$ cat src/rtl/swc_pkg.sv
// Constants and types shared by the sleep and wake controller
`default_nettype none
package swc_pkg;
  // Register byte offsets on the bus
  localparam logic [5:0] OFS_INTCTL = 6'h00;
  localparam logic [5:0] OFS_PERIPH_IRQ_ENABLE_1   = 6'h04;
  localparam logic [5:0] OFS_PERIPH_IRQ_ENABLE_2   = 6'h08;
  localparam logic [5:0] OFS_PERIPH_IRQ_ENABLE_3   = 6'h0c;
  localparam logic [5:0] OFS_PERIPH_IRQ_FLAG_1   = 6'h10;
  localparam logic [5:0] OFS_PERIPH_IRQ_FLAG_2   = 6'h14;
  localparam logic [5:0] OFS_PERIPH_IRQ_FLAG_3   = 6'h18;
  localparam logic [5:0] OFS_STATUS = 6'h1c;
  localparam logic [5:0] OFS_CTRL   = 6'h20;
  // Implemented bit masks of enable and flag registers
  localparam logic [7:0] MASK_INTCTL = 8'hff;
  localparam logic [7:0] MASK_P1     = 8'hcf;
  localparam logic [7:0] MASK_P2     = 8'h09;
  localparam logic [7:0] MASK_P3     = 8'h10;
  localparam logic [7:0] MASK_STATUS = 8'h07;
  localparam logic [7:0] MASK_CTRL   = 8'h0f;
  // Interrupt control fields
  localparam int GIE_BIT  = 7;
  localparam int PERIPHERAL_IRQ_ENABLE_BIT = 6;
  localparam int CORE_EN_LSB = 3;
  // Status fields
  localparam int PD_BIT    = 0;
  localparam int TO_BIT    = 1;
  localparam int ASLP_BIT  = 2;
  // Control fields
  localparam int WDT_EN_BIT   = 0;
  localparam int WDT_SLP_BIT  = 1;
  localparam int XRST_EN_BIT  = 2;
  localparam int LSR_EN_BIT   = 3;
  // Reset values
  localparam logic [7:0] RST_REG   = 8'h00;
  localparam logic [7:0] RST_CTRL  = 8'h0c;
  // Timer1 clock source codes
  localparam logic [1:0] T1_SYS    = 2'h0;
  localparam logic [1:0] T1_SLOW   = 2'h1;
  localparam logic [1:0] T1_EXT    = 2'h2;
  localparam logic [1:0] T1_SEC    = 2'h3;
  // Watchdog period in slow oscillator ticks
  localparam logic [15:0] WDT_TICKS_DEF = 16'h0400;
  typedef enum logic {SWC_RUN, SWC_SLEEP} swc_state_t;
endpackage
`default_nettype wire

$ cat src/rtl/swc_top.sv
// Sleep entry, wake decision and interrupt flag registers
//
// Notes on behaviour
// - Flags set on their event regardless of enables or global enable.
// - Unimplemented enable and flag bits read as zero.
// - Sleep is entered only by the core's sleep instruction.
// - Watchdog cleared on sleep entry, keeps counting if sleep-enabled.
// - Sleep entry clears power-down flag and sets watchdog-expired flag.
// - Core clock is gated off while asleep.
// - Slow internal oscillator keeps running during sleep.
// - Timer1 runs in sleep on slow, external or secondary clock.
// - Converter runs in sleep on its dedicated oscillator.
// - Pins hold their pre-sleep drive state while asleep.
// - Non-watchdog resets behave normally during sleep.
// - Wake on pin, supply, power-on reset, watchdog or enabled interrupt.
// - Reset sources reset the device; watchdog and interrupts resume.
// - The following instruction is prefetched during sleep execution.
// - Individual enable gates wake; global enable does not.
// - Global enable clear: resume after the sleep instruction.
// - Global enable set: run next instruction, then vector.
// - Watchdog cleared on every wake.
// - Pending interrupt makes sleep a no-op with no side effects.
//
// Register map, one 8-bit register in the low byte of each word
//   0x00 interrupt control
//        b7 global enable, b6 peripheral enable
//        b5..b3 core source enables, paired with flags b2..b0
//   0x04 peripheral enables, slot 1 (bits 7, 6, 3..0)
//   0x08 peripheral enables, slot 2 (bits 3 and 0)
//   0x0c peripheral enables, slot 3 (bit 4)
//   0x10 peripheral flags, slot 1, same bits as its enables
//   0x14 peripheral flags, slot 2, same bits as its enables
//   0x18 peripheral flags, slot 3, same bits as its enables
//   0x1c status, read only
//        b0 power-down flag, low once a sleep was taken
//        b1 watchdog-expired flag, low after a watchdog expiry, awake or asleep
//        b2 asleep, high while the core clock is stopped
//   0x20 control, resets to pin and supply resets enabled
//        b0 watchdog enable, b1 watchdog keeps counting asleep
//        b2 reset pin enable, b3 supply reset enable
//        Any write here also restarts the watchdog count
//   Other offsets read zero and drop writes.
//
// Bus timing
//   Every access takes exactly one wait cycle. Read data are
//   captured in the wait cycle and stand when waitrequest drops;
//   a write lands on the edge at which waitrequest is low.
//   Back-to-back requests each pay the wait cycle again.
//
// Core handshake
//   sleep_exec is sampled only while the core clock runs.
//   prefetch_next, sleep_nop, wake_resume and wake_then_vector are
//   one-cycle pulses, registered one edge after their cause.
//   core_clk_en drops the cycle after sleep is taken and rises
//   the cycle after the wake edge, so no partial cycle reaches
//   the core.
//
// Flags and enables
//   A hardware set and a software write in one cycle: the set
//   wins, so an event is never lost to a clearing write.
//   Wake looks only at flag and individual enable; the interrupt
//   line to the core also needs the global enable, plus the peripheral enable for slot flags.
//
// Limitations
//   The watchdog period is a parameter counted in slow ticks, not
//   a register. Reset sources are level inputs taken as synchronous
//   to mclk; whoever drives them must already be in this domain.
//   Pin state is held by freezing the pin registers, not latches.
//   The timer1 and converter clock enables only say which clocks
//   may run asleep; the clock muxes themselves sit elsewhere.
//
// Decided for this implementation: the Avalon-MM slave port and the placing of the registers.
`default_nettype none
module swc_top #(
  parameter logic [15:0] WDT_TICKS = swc_pkg::WDT_TICKS_DEF
) (
  input  wire logic        mclk,
  input  wire logic        sys_rst,
  input  wire logic [5:0]  avs_address,
  input  wire logic        avs_read,
  input  wire logic        avs_write,
  input  wire logic [31:0] avs_writedata,
  output logic [31:0]      avs_readdata,
  output logic             avs_waitrequest,
  input  wire logic        sleep_exec,
  output logic             core_clk_en,
  output logic             prefetch_next,
  output logic             sleep_nop,
  output logic             wake_resume,
  output logic             wake_then_vector,
  output logic             core_irq,
  input  wire logic [2:0]  core_evt,
  input  wire logic [7:0]  periph_evt_1,
  input  wire logic [7:0]  periph_evt_2,
  input  wire logic [7:0]  periph_evt_3,
  input  wire logic        slow_osc_tick,
  output logic             slow_osc_run,
  input  wire logic [1:0]  timer1_src,
  output logic             timer1_clk_en,
  input  wire logic        adc_on_dedicated_osc,
  output logic             adc_clk_en,
  input  wire logic        external_reset_pin_n,
  input  wire logic        low_supply_reset,
  input  wire logic        power_on_reset,
  output logic             device_reset,
  input  wire logic [7:0]  io_out_core,
  input  wire logic [7:0]  io_oe_core,
  output logic [7:0]       io_out,
  output logic [7:0]       io_oe
);
  import swc_pkg::*;

  swc_state_t  state_q;
  logic [7:0]  intctl_q, periph_irq_enable_1_q, periph_irq_enable_2_q, periph_irq_enable_3_q;
  logic [7:0]  periph_irq_flag_1_q, periph_irq_flag_2_q, periph_irq_flag_3_q;
  logic [7:0]  ctrl_q;
  logic        pd_q, to_q;
  logic [15:0] wdt_q;
  logic        ack_q;
  logic        acc, wr_go;
  logic        core_pend, periph_pend, pending;
  logic        wdt_run, wdt_hit, reset_src;
  logic        enter, wake_irq, wake_wdt;
  logic [7:0]  rd_byte;

  // Flag update: a set on the same edge as a write wins
  function automatic logic [7:0] flag_next(
    input logic [7:0] cur,
    input logic       we,
    input logic [7:0] wval,
    input logic [7:0] evt,
    input logic [7:0] mask
  );
    logic [7:0] base;
    base = we ? wval : cur;
    return (base | evt) & mask;
  endfunction

  // Enable and flag pairs used more than once
  function automatic logic any_hit(
    input logic [7:0] en,
    input logic [7:0] fl
  );
    return |(en & fl);
  endfunction

  // Bus: one wait cycle, then the access completes
  assign acc             = avs_read | avs_write;
  assign avs_waitrequest = acc & ~ack_q;
  assign wr_go           = avs_write & ack_q;

  always_ff @(posedge mclk) begin
    if (sys_rst) begin
      ack_q <= 1'b0;
    end else begin
      ack_q <= acc & ~ack_q;
    end
  end

  // Wake request computed without any clock gating in its path
  assign core_pend   = any_hit({5'h00, intctl_q[5:CORE_EN_LSB]},
                               {5'h00, intctl_q[2:0]});
  assign periph_pend = any_hit(periph_irq_enable_1_q, periph_irq_flag_1_q) |
                       any_hit(periph_irq_enable_2_q, periph_irq_flag_2_q) |
                       any_hit(periph_irq_enable_3_q, periph_irq_flag_3_q);
  assign pending     = core_pend | periph_pend;

  // Interrupt line to core needs global enable; slot sources also need peripheral enable
  assign core_irq = intctl_q[GIE_BIT] &
                    (core_pend | (intctl_q[PERIPHERAL_IRQ_ENABLE_BIT] & periph_pend));

  // Resets other than the watchdog pass straight through
  assign reset_src = (~external_reset_pin_n & ctrl_q[XRST_EN_BIT]) |
                     (low_supply_reset & ctrl_q[LSR_EN_BIT]) |
                     power_on_reset;

  // Watchdog counts on slow ticks; in sleep only if allowed
  assign wdt_run = ctrl_q[WDT_EN_BIT] &
                   ((state_q == SWC_RUN) | ctrl_q[WDT_SLP_BIT]);
  assign wdt_hit = wdt_run & slow_osc_tick & (wdt_q == WDT_TICKS - 16'h1);

  // Sleep is entered only by the instruction, never by pending work
  assign enter    = (state_q == SWC_RUN) & sleep_exec & ~pending;
  assign wake_irq = (state_q == SWC_SLEEP) & pending;
  assign wake_wdt = (state_q == SWC_SLEEP) & wdt_hit;

  // Power state machine
  always_ff @(posedge mclk) begin
    if (sys_rst || reset_src) begin
      state_q <= SWC_RUN;
    end else begin
      case (state_q)
        SWC_RUN: begin
          if (enter) begin
            state_q <= SWC_SLEEP;
          end
        end
        SWC_SLEEP: begin
          if (wake_irq || wake_wdt) begin
            state_q <= SWC_RUN;
          end
        end
        default: state_q <= SWC_RUN;
      endcase
    end
  end

  // Core handshakes, one-cycle pulses
  always_ff @(posedge mclk) begin
    if (sys_rst) begin
      prefetch_next    <= 1'b0;
      sleep_nop        <= 1'b0;
      wake_resume      <= 1'b0;
      wake_then_vector <= 1'b0;
    end else begin
      prefetch_next    <= (state_q == SWC_RUN) & sleep_exec;
      sleep_nop        <= (state_q == SWC_RUN) & sleep_exec &
                          pending;
      wake_resume      <= (wake_irq | wake_wdt) & ~reset_src;
      wake_then_vector <= wake_irq & ~reset_src &
                          intctl_q[GIE_BIT];
    end
  end

  // Core clock gate; held off until the wake edge
  assign core_clk_en = (state_q == SWC_RUN);

  // Clocks that survive sleep
  assign slow_osc_run  = 1'b1;
  assign timer1_clk_en = (state_q == SWC_RUN) |
                         (timer1_src == T1_SLOW) |
                         (timer1_src == T1_EXT) |
                         (timer1_src == T1_SEC);
  assign adc_clk_en    = (state_q == SWC_RUN) | adc_on_dedicated_osc;

  // Awake watchdog expiry resets the device
  always_ff @(posedge mclk) begin
    if (sys_rst) begin
      device_reset <= 1'b0;
    end else begin
      device_reset <= reset_src |
                      (wdt_hit & (state_q == SWC_RUN));
    end
  end

  // Watchdog counter
  always_ff @(posedge mclk) begin
    if (sys_rst || reset_src) begin
      wdt_q <= 16'h0000;
    end else if (enter || wake_irq || wake_wdt) begin
      wdt_q <= 16'h0000;
    end else if (wr_go && avs_address == OFS_CTRL) begin
      wdt_q <= 16'h0000;
    end else if (wdt_run && slow_osc_tick) begin
      wdt_q <= wdt_hit ? 16'h0000 : wdt_q + 16'h1;
    end
  end

  // Status flags: active-low power-down and watchdog-expired
  always_ff @(posedge mclk) begin
    if (sys_rst || power_on_reset) begin
      pd_q <= 1'b1;
      to_q <= 1'b1;
    end else if (enter) begin
      pd_q <= 1'b0;
      to_q <= 1'b1;
    end else if (wdt_hit) begin
      to_q <= 1'b0;
    end
  end

  // Interrupt control register; low three bits are flags
  always_ff @(posedge mclk) begin
    if (sys_rst) begin
      intctl_q <= RST_REG;
    end else begin
      intctl_q <= flag_next(intctl_q,
                            wr_go && avs_address == OFS_INTCTL,
                            avs_writedata[7:0], {5'h00, core_evt},
                            MASK_INTCTL);
    end
  end

  // Enable and flag registers of the three peripheral slots
  // One loop keeps the three slots identical; only masks differ
  localparam logic [7:0] SLOT_MASK [3] = '{MASK_P1, MASK_P2, MASK_P3};
  localparam logic [5:0] SLOT_PIE  [3] = '{OFS_PERIPH_IRQ_ENABLE_1, OFS_PERIPH_IRQ_ENABLE_2, OFS_PERIPH_IRQ_ENABLE_3};
  localparam logic [5:0] SLOT_PIR  [3] = '{OFS_PERIPH_IRQ_FLAG_1, OFS_PERIPH_IRQ_FLAG_2, OFS_PERIPH_IRQ_FLAG_3};
  logic [7:0] slot_evt [3];
  logic [7:0] slot_en  [3];
  logic [7:0] slot_fl  [3];

  // Event inputs gathered per slot
  assign slot_evt[0] = periph_evt_1;
  assign slot_evt[1] = periph_evt_2;
  assign slot_evt[2] = periph_evt_3;

  for (genvar i = 0; i < 3; i++) begin : g_slot
    // Enable register; unimplemented bits never stored
    always_ff @(posedge mclk) begin
      if (sys_rst) begin
        slot_en[i] <= RST_REG;
      end else if (wr_go && avs_address == SLOT_PIE[i]) begin
        slot_en[i] <= avs_writedata[7:0] & SLOT_MASK[i];
      end
    end
    // Flag register, set by its events at any time
    always_ff @(posedge mclk) begin
      if (sys_rst) begin
        slot_fl[i] <= RST_REG;
      end else begin
        slot_fl[i] <= flag_next(slot_fl[i],
                                wr_go && avs_address == SLOT_PIR[i],
                                avs_writedata[7:0], slot_evt[i],
                                SLOT_MASK[i]);
      end
    end
  end

  // Named views for wake logic and read mux
  assign periph_irq_enable_1_q = slot_en[0];
  assign periph_irq_enable_2_q = slot_en[1];
  assign periph_irq_enable_3_q = slot_en[2];
  assign periph_irq_flag_1_q = slot_fl[0];
  assign periph_irq_flag_2_q = slot_fl[1];
  assign periph_irq_flag_3_q = slot_fl[2];

  // Control register: watchdog and reset-source enables
  always_ff @(posedge mclk) begin
    if (sys_rst) begin
      ctrl_q <= RST_CTRL;
    end else if (wr_go && avs_address == OFS_CTRL) begin
      ctrl_q <= avs_writedata[7:0] & MASK_CTRL;
    end
  end

  // Pins freeze at the last awake value
  always_ff @(posedge mclk) begin
    if (sys_rst) begin
      io_out <= 8'h00;
      io_oe  <= 8'h00;
    end else if (state_q == SWC_RUN && !enter) begin
      io_out <= io_out_core;
      io_oe  <= io_oe_core;
    end
  end

  // Read mux; unmapped offsets read zero
  always_comb begin
    case (avs_address)
      OFS_INTCTL: rd_byte = intctl_q;
      OFS_PERIPH_IRQ_ENABLE_1:   rd_byte = periph_irq_enable_1_q;
      OFS_PERIPH_IRQ_ENABLE_2:   rd_byte = periph_irq_enable_2_q;
      OFS_PERIPH_IRQ_ENABLE_3:   rd_byte = periph_irq_enable_3_q;
      OFS_PERIPH_IRQ_FLAG_1:   rd_byte = periph_irq_flag_1_q;
      OFS_PERIPH_IRQ_FLAG_2:   rd_byte = periph_irq_flag_2_q;
      OFS_PERIPH_IRQ_FLAG_3:   rd_byte = periph_irq_flag_3_q;
      OFS_STATUS: rd_byte = {5'h00, state_q == SWC_SLEEP, to_q, pd_q};
      OFS_CTRL:   rd_byte = ctrl_q;
      default:    rd_byte = 8'h00;
    endcase
  end

  // Read data captured in the wait cycle, stands at completion
  always_ff @(posedge mclk) begin
    if (sys_rst) begin
      avs_readdata <= 32'h0000_0000;
    end else if (avs_read && !ack_q) begin
      avs_readdata <= {24'h00_0000, rd_byte};
    end
  end
endmodule
`default_nettype wire

$ cat config.mk
export PLATFORM = sky130hd
export DESIGN_NAME = swc_top
export DESIGN_NICKNAME = d
export VERILOG_FILES = /design/src/rtl/swc_pkg.sv /design/src/rtl/swc_top.sv
export SDC_FILE = /design/constraint.sdc
export NUM_CORES = 1
export LEC_CHECK = 0
export ABC_CLOCK_PERIOD_IN_PS = 2200
export BUFFER_PORTS_ARGS = -buffer_cell sky130_fd_sc_hd__buf_2
export CAP_MARGIN = 15
export CORE_MARGIN = 2
export CORE_UTILIZATION = 38
export DETAILED_ROUTE_END_ITERATION = 10
export PLACE_DENSITY = 0.65
export SKIP_LAST_GASP = 1
export SYNTH_ARGS = -nofsm -noshare
export SYNTH_HDL_FRONTEND = slang
export SYNTH_SLANG_ARGS = --single-unit
$ cat constraint.sdc
create_clock -name mclk -period 2.2 [get_ports mclk]
set_input_delay 0.22 -clock mclk [delete_from_list [all_inputs] [get_ports mclk]]
set_output_delay 0.22 -clock mclk [all_outputs]
set_load 0.02 [all_outputs]
[Word-level counts from Yosys, hierarchy flattened]
Memory sizes are Yosys's and may differ from the RTL's.
Index checks and enable logic that the tools add are counted.
Storage, ports and cells
  register bits: 61
  bits in latches: 0
  bits in writable memories: 42
  ROM bits: 0
  input bits: 93
  output and inout port bits: 59
  word-level logic and storage cells: 133
  memories kept: 2
Memory list
  slot_en: words 3, bits a word 7, read ports 3, clocked after memory_dff 0, wr ports 3, RTL line swc_top.sv:290  | logic [7:0] slot_en [3];
  slot_fl: words 3, bits a word 7, read ports 3, clocked after memory_dff 0, wr ports 3, RTL line swc_top.sv:291  | logic [7:0] slot_fl [3];
Cells by class
  add/sub/neg operators: 1
  multiply operators: 0
  div/mod/pow operators: 0
  $lt $le $gt $ge: 0
  eq/ne operators: 12
  shift-type cells: 0
  mux-type cells: 27
  bitwise logic cells: 51
  reductions and logical operators: 25
Operators by type and width (number)
  $pmux 8 s9: 1
  $mux 7: 6
  $reduce_or 8->1: 4
  $and 8x8->8: 3
  $eq 6x5->1 const B: 4
  $or 1x1->1: 20
  $and 1x1->1: 18
  $add 16x1->16 const B: 1
  $eq 16x10->1 const B: 1
  $mux 16: 1
  $mux 8: 2
  $mux 1: 14
  $eq 6x4->1 const B: 2
  $logic_and 1x1->1: 11
  $or 8x3->8: 1
  $or 8x8->8: 1
  $eq 6x3->1 const B: 1
  $eq 6x6->1 const B: 1
  $logic_not 6->1: 1
  $logic_or 1x1->1: 5
  $mux 5: 1
  $not 1->1: 5
  $or 5x5->5: 1
  $eq 2x2->1 const B: 2
  other kinds (8): 9

[Longest topological paths before layout]
Gate-level depths: netlist of the first run.
An unclocked memory read counts as a cell.
  word-level depth: 11
  gate-level depth with buffers: 8
  gate-level depth less buffers: 6

[Worst setup path before layout of the first run]
Ideal clock, no wire load.
  path kind: input -> register
  from: input avs_address[2]
  to: memory slot_en[0][0] in the netlist's numbering, enable pin
  setup time: 0.377 ns
  arrival time: 1.598 ns
  data required time: 1.823 ns
  setup slack: 0.225 ns
  cell stages on the path: 4
  buffers on the path: 1
  cell sequence: buf_6 -> nor4b_1 -> nand2_1 -> o21ai_0
RTL lines
  start, declared: RTL line swc_top.sv:79  | input wire logic [5:0] avs_address,
  end, declared: RTL line swc_top.sv:290

==> run metrics, run 1 <==
Critical Path Source Type=register; RR Startpoint=slot_en[0][1]; Tcrit/Tclk final=97.0%; vias per cell=5.02; Initial Utilization=39.1%; largest net degree at the start of global routing=47; Final Hold Fails=0; worst hold-check path type=input port to register; Port Buf Inserts=87; Worst Path Required=1980 ps; MaxCap Viol Count=0; DP Worst Slack=116 ps; area leader, netlist=dfxtp_1; layout overhead on the synthesized area=22.3%; die area=10,800 um2; Final Instance Area=4660 um2; Placed Area=4360 um2; Routed Antenna Nets=0; pwr dens=649 nW/um2; core area=9730 um2; CTS Root Cell=clkbuf_8; # fillers=975; Sink Count=79; htree depth=3; Num CTS Buffers=9; Yosys cell types=56; ANT cells=0; worst path cell trace=a222oi_1 -> nand2_2 -> or3_4 -> nand2_4 -> a21oi_2 -> buf_6; I/O pins=152; Setup WS post-layout=65.0 ps; Final setup viols=0; vias=3,260; FF/Latch Area=1670 um2; leak pwr=0.00197 uW; initial antenna violation count=0; Peak VDD IR=413 uV; Yosys top cell area share=36.8%; DRC Markers=0; area of the multi-input gates=1960 um2; Critical Path End Type=output port; Setup crit start=slot_en[0][1]; Critical Path AT=1910 ps; clk buf depth=2; asr flop ratio synth=0%; hold_buf cts=0; Setup Skew=7.73 ps; die height=104 um; clk slew on worst S/H paths=70 ps; status=finished, final reports clean; GR Overflow Total=0; drt pass-1 iters=4; Slew HR=62.4%; WS Path Type=register to output port; Total Wirelength=9350 um; Die W=104 um; hold wc startpoint=periph_evt_1[2]; Mapped Cells=411; Post-synth EDFFs=9; Seq cells post-synth=79; GPL Wtd Cong=0.863; sequential share of the synthesized area=43.9%; syn_area_per_cell=9.26 um2; vias in the first global route=3,112; share of cells above drive strength 1=26.5%; most frequent cell after synthesis=dfxtp_1; Most used DFF post-synth=dfxtp_1; hpwl dp=6890 um; unrepaired setup endpoints after global routing=true; Worst-Margin Slew=550 ps; fmax=468 MHz; CP max-delay cell=a222oi_1; 1st-iter DRT viols=169; max-slew violation count=0; Routed WL per cell=14.4 um; CP peak stage delay=430 ps; Setup TNS=0 ps; most frequent cells after synthesis=dfxtp_1 (70), nor2_1 (57), mux2i_1 (37); clk_lat worst skew=350 ps; first-pass GRT wire length=15,300 um; gr usage total=17.5%; fin crit period=2130 ps; yosys warns=0; dominant cells by area after synthesis=dfxtp_1 (37%), mux2i_1 (9.7%), edfxtp_1 (7.1%); CTS tree=done; Nets=606; row count=36; crit path max fanout=2; cell area after synthesis=3810 um2
==> layout by cell type (no fill, tap or decap), drive strengths merged, types with 4 or more instances in the layout <==
cell type | netlist | routed
a211oi | 8 | 8
a21oi | 17 | 17
a22oi | 4 | 4
a32o | 4 | 4
and2 | 13 | 13
and3 | 5 | 5
buf | 34 | 107
clkbuf | 7 | 14
conb | 2 | 25
dfxtp | 70 | 70
edfxtp | 9 | 9
inv | 11 | 11
mux2i | 37 | 37
nand2 | 23 | 23
nand2b | 4 | 4
nand3 | 22 | 22
nand4 | 6 | 6
nor2 | 57 | 57
nor2b | 11 | 11
nor3 | 12 | 12
nor4 | 4 | 4
xnor2 | 4 | 4
xor2 | 10 | 10
==> layout make-up <==
cell class	instances	share of cell area [%]
Tap cell	133	3.57
Inverter	12	0.967
Sequential cell	79	35.9
Clock buffer	14	3.49
Multi-Input combinational cell	303	42.0
Clock inverter	2	0.833
Timing Repair Buffer	107	13.2
==> critical path, delay by kind of cell (launching register included) <==
| family | cells | cell delay (ps) |
|---|---|---|
| AO/OA/AOI/OAI | 2 | 470 |
| buffers and inverters | 1 | 130 |
| flip-flops | 1 | 390 |
| AND/OR/NAND/NOR | 3 | 580 |
==> path summary, 6_finish.rpt <==
check,endpoint,slack [ps],cells after the start
setup / recovery,core_irq,70,6
hold / removal,slot_fl[0][2],90,3
setup reg to reg,pd_q,140,5
hold reg to reg,avs_readdata[5],450,2
==> repair_timing <==
action,CTS,global route
resized for setup,2,9
endpoints found under the setup margin,1,14
setup buffers,1,3
pin swaps,1,5
gates cloned,0,1
==> stage by stage <==
| step | hold slack (ps) | total power, uW | util (%) | instances |
|---|---|---|---|---|
| 6_report | 85.3 | 3020 | 47.9 | 650 |
| 2_1_floorplan | 314 | 1830 | - | 434 |
| 4_1_cts | 73.0 | 3040 | 47.1 | 646 |
| 3_3_place_gp | 429 | 1930 | 44.8 | 629 |
| 3_5_place_dp | 437 | 1940 | 44.8 | 629 |
| 5_1_grt | 85.7 | 3140 | 47.9 | 650 |
==> per-layer routing <==
metal / global-route usage, % / part of all wire (%)
met1: 23.5 / 47
met3: 4.76 / 6.3
met2: 27.4 / 45
met4: 5.21 / 1.5
met5: 0 / 0
==> registers in the layout, summed over array words and instances (netlist names) <==
register	count
wake_resume	1
to_q	1
slot_fl	9
slot_en	9
ctrl_q	4
prefetch_next	1
ack_q	1
avs_readdata	8
pd_q	1
device_reset	1
io_out	8
wdt_q	16
sleep_nop	1
intctl_q	8
io_oe	8
wake_then_vector	1
state_q	1
==> report_power, final <==
part           leakage (uW)  total, uW  internal, uW  switching [uW]
clock              0.000101       1090           591             502
combinational       0.00120        394           148             246
sequential         0.000666       1540          1500            31.0
total               0.00197       3020          2240             779
==> logic make-up after synthesis <==
group	after synthesis	synth area share [%]
AND/OR/NAND/NOR	171	23.5
flip-flops	79	43.9
AO/OA/AOI/OAI	54	10.6
buffers and inverters	53	8.51
multiplexers	37	9.73
XOR/XNOR	14	3.22
other	2	0.197
adder cells (fa/ha/maj)	1	0.329
Power figures use the tool's default switching activity.
==> run 2, diff against run 1 <==
- CORE_UTILIZATION: 38 -> 40
- PLACE_DENSITY: 0.65 -> 0.68
==> run 2 against run 1 <==
  * Sequential power is essentially flat
  * Critical endpoint unchanged
  * Global-route usage grew 0.74 points
  * Worst hold slack lost 6.3 ps
  * Setup slack lost 54 ps
==> run metrics, run 2 (synthesis results as in run 1) <==
layout overhead on the synthesized area=23.0%; status=finished, final reports clean; initial antenna violation count=0; Slew HR=56.7%; Placed Area=4340 um2; leading cell type in the layout, fill and taps excluded=buf_2; hold_buf cts=0; largest net degree at the start of global routing=50; ANT cells=0; GR Overflow Total=0; worst hold-check path type=input port to register; CTS Root Cell=clkbuf_8; first-pass GRT wire length=14,900 um; RR Startpoint=slot_en[0][1]; I/O pins=152; vias per cell=5.14; max reg flops=16; row count=35; Worst-Margin Slew=648 ps; max-slew violation count=0; pwr dens=680 nW/um2; clk_lat worst skew=350 ps; Register-to-Register Setup Slack=100 ps; DP Worst Slack=96.0 ps; Num CTS Buffers=9; vias in the first global route=3,073; Final Hold Fails=0; 1st-iter DRT viols=168; vias=3,323; final std cells w/o fill=647; Tcrit/Tclk final=99.5%; core area=9240 um2; share of cells above drive strength 1=26.8%; Die W=102 um; Setup Skew=9.27 ps; Sink Count=79; Worst Path Required=1980 ps; Critical Path Source Type=register; CP max-delay cell=a222oi_1; Hold Path End=slot_fl[0][3]; CP peak stage delay=460 ps; FF-to-FF path depth=6; Top Registers=wdt_q: 16 flops, slot_en: 9 flops, slot_fl: 9 flops; r2r endpoint=wdt_q[0]; hold wc startpoint=periph_evt_1[3]; Placed Instances=624; Final setup viols=0; hold-critical path depth=3; most frequent cells in the layout=buf_2 (86), dfxtp_1 (70), nor2_1 (57); MaxCap Viol Count=0; Total Wirelength=9410 um; fin crit period=2190 ps; gr usage total=18.2%; DRC Markers=0; WS Path Type=register to output port; GPL Wtd Cong=0.911; Nets=607; crit path max fanout=2; CTS tree=done; clk slew on worst S/H paths=90 ps; die height=102 um; leak pwr=0.00199 uW; worst path cell trace=a222oi_1 -> nand2_2 -> or3_4 -> nand2_4 -> a21oi_2 -> buf_6; Routed WL per cell=14.5 um; Critical Path End Type=output port; Peak VDD IR=485 uV; fmax=457 MHz; Initial Utilization=41.2%; htree depth=3; Critical Path AT=1970 ps; Final Instance Area=4680 um2; # fillers=867; hpwl dp=6850 um; unrepaired setup endpoints after global routing=true; Setup WS post-layout=10.7 ps; Routed Antenna Nets=0; drt pass-1 iters=5; largest reg by FF count=wdt_q; die area=10,300 um2; Overall Power=3180 uW; clk buf depth=2; Port Buf Inserts=87
-- run 2: cell types whose count changed in the layout (fill, tap and decap cells not counted), sizes merged --
cell    change
clkbuf      -2
inv         +1
buf         +1
clkinv      +1
-- run 2: how the worst max path moves through the flow --
stage,from,endpoint,slack [ps],cells past startpoint
finish,slot_en[0][1],core_irq,10,6
CTS,slot_en[0][1],core_irq,10,6
detailed placement,slot_en[0][1],wdt_q[14],100,5
floorplan,avs_address[2],slot_en[0][0],230,4
global placement,slot_en[0][1],wdt_q[13],150,5
global route,intctl_q[3],core_irq,-80,6
-- run 2: metrics by stage --
step                      hold slack, ps  util (%)  TNS, ps
after floorplan                      314         -        0
after global placement               432      46.9        0
after detailed placement             437      46.9        0
after CTS                           75.1      49.8        0
after global routing                86.3      50.7    -91.1
final                               79.0      50.7        0
-- run 2: cell type report --
cell class / count / area, um2 / area share [%]
timing repair buffer: 108 / 612 / 13.1
sequential: 79 / 1670 / 35.7
multi-input combinational: 303 / 1950 / 41.6
tap: 129 / 161 / 3.45
inverter: 12 / 45.0 / 0.962
clock buffer: 12 / 188 / 4.01
clock inverter: 4 / 56.3 / 1.20
-- run 2: critical path, delay by kind of cell, from the launching register on --
family | cells | cell delay (ps)
and+or+nand+nor | 3 | 590
AOI/OAI and AO/OA | 2 | 500
buffers and inverters | 1 | 130
DFF | 1 | 400
-- run 2: timing repair --
item,CTS,global route
buffers inserted,2,4
resized for setup,3,6
pin swaps,1,5
setup endpoints to repair,1,14
gates cloned,0,1
-- run 2: report_power, final --
part	leakage [uW]	switching, uW	total, uW	internal, uW
clock	0.000123	555	1260	702
sequential	0.000666	34.9	1540	1500
combinational	0.00120	242	387	145
total	0.00199	832	3180	2350
-- run 2: layer usage --
layer	share of wire, %	wire length, um	track usage, %	vias up
li1	-	-	-	1609
met1	46	4360	24.8	1562
met2	45	4270	28.3	137
met3	6.8	638	4.62	15
met4	1.5	140	5.72	0
met5	0	0	0	-
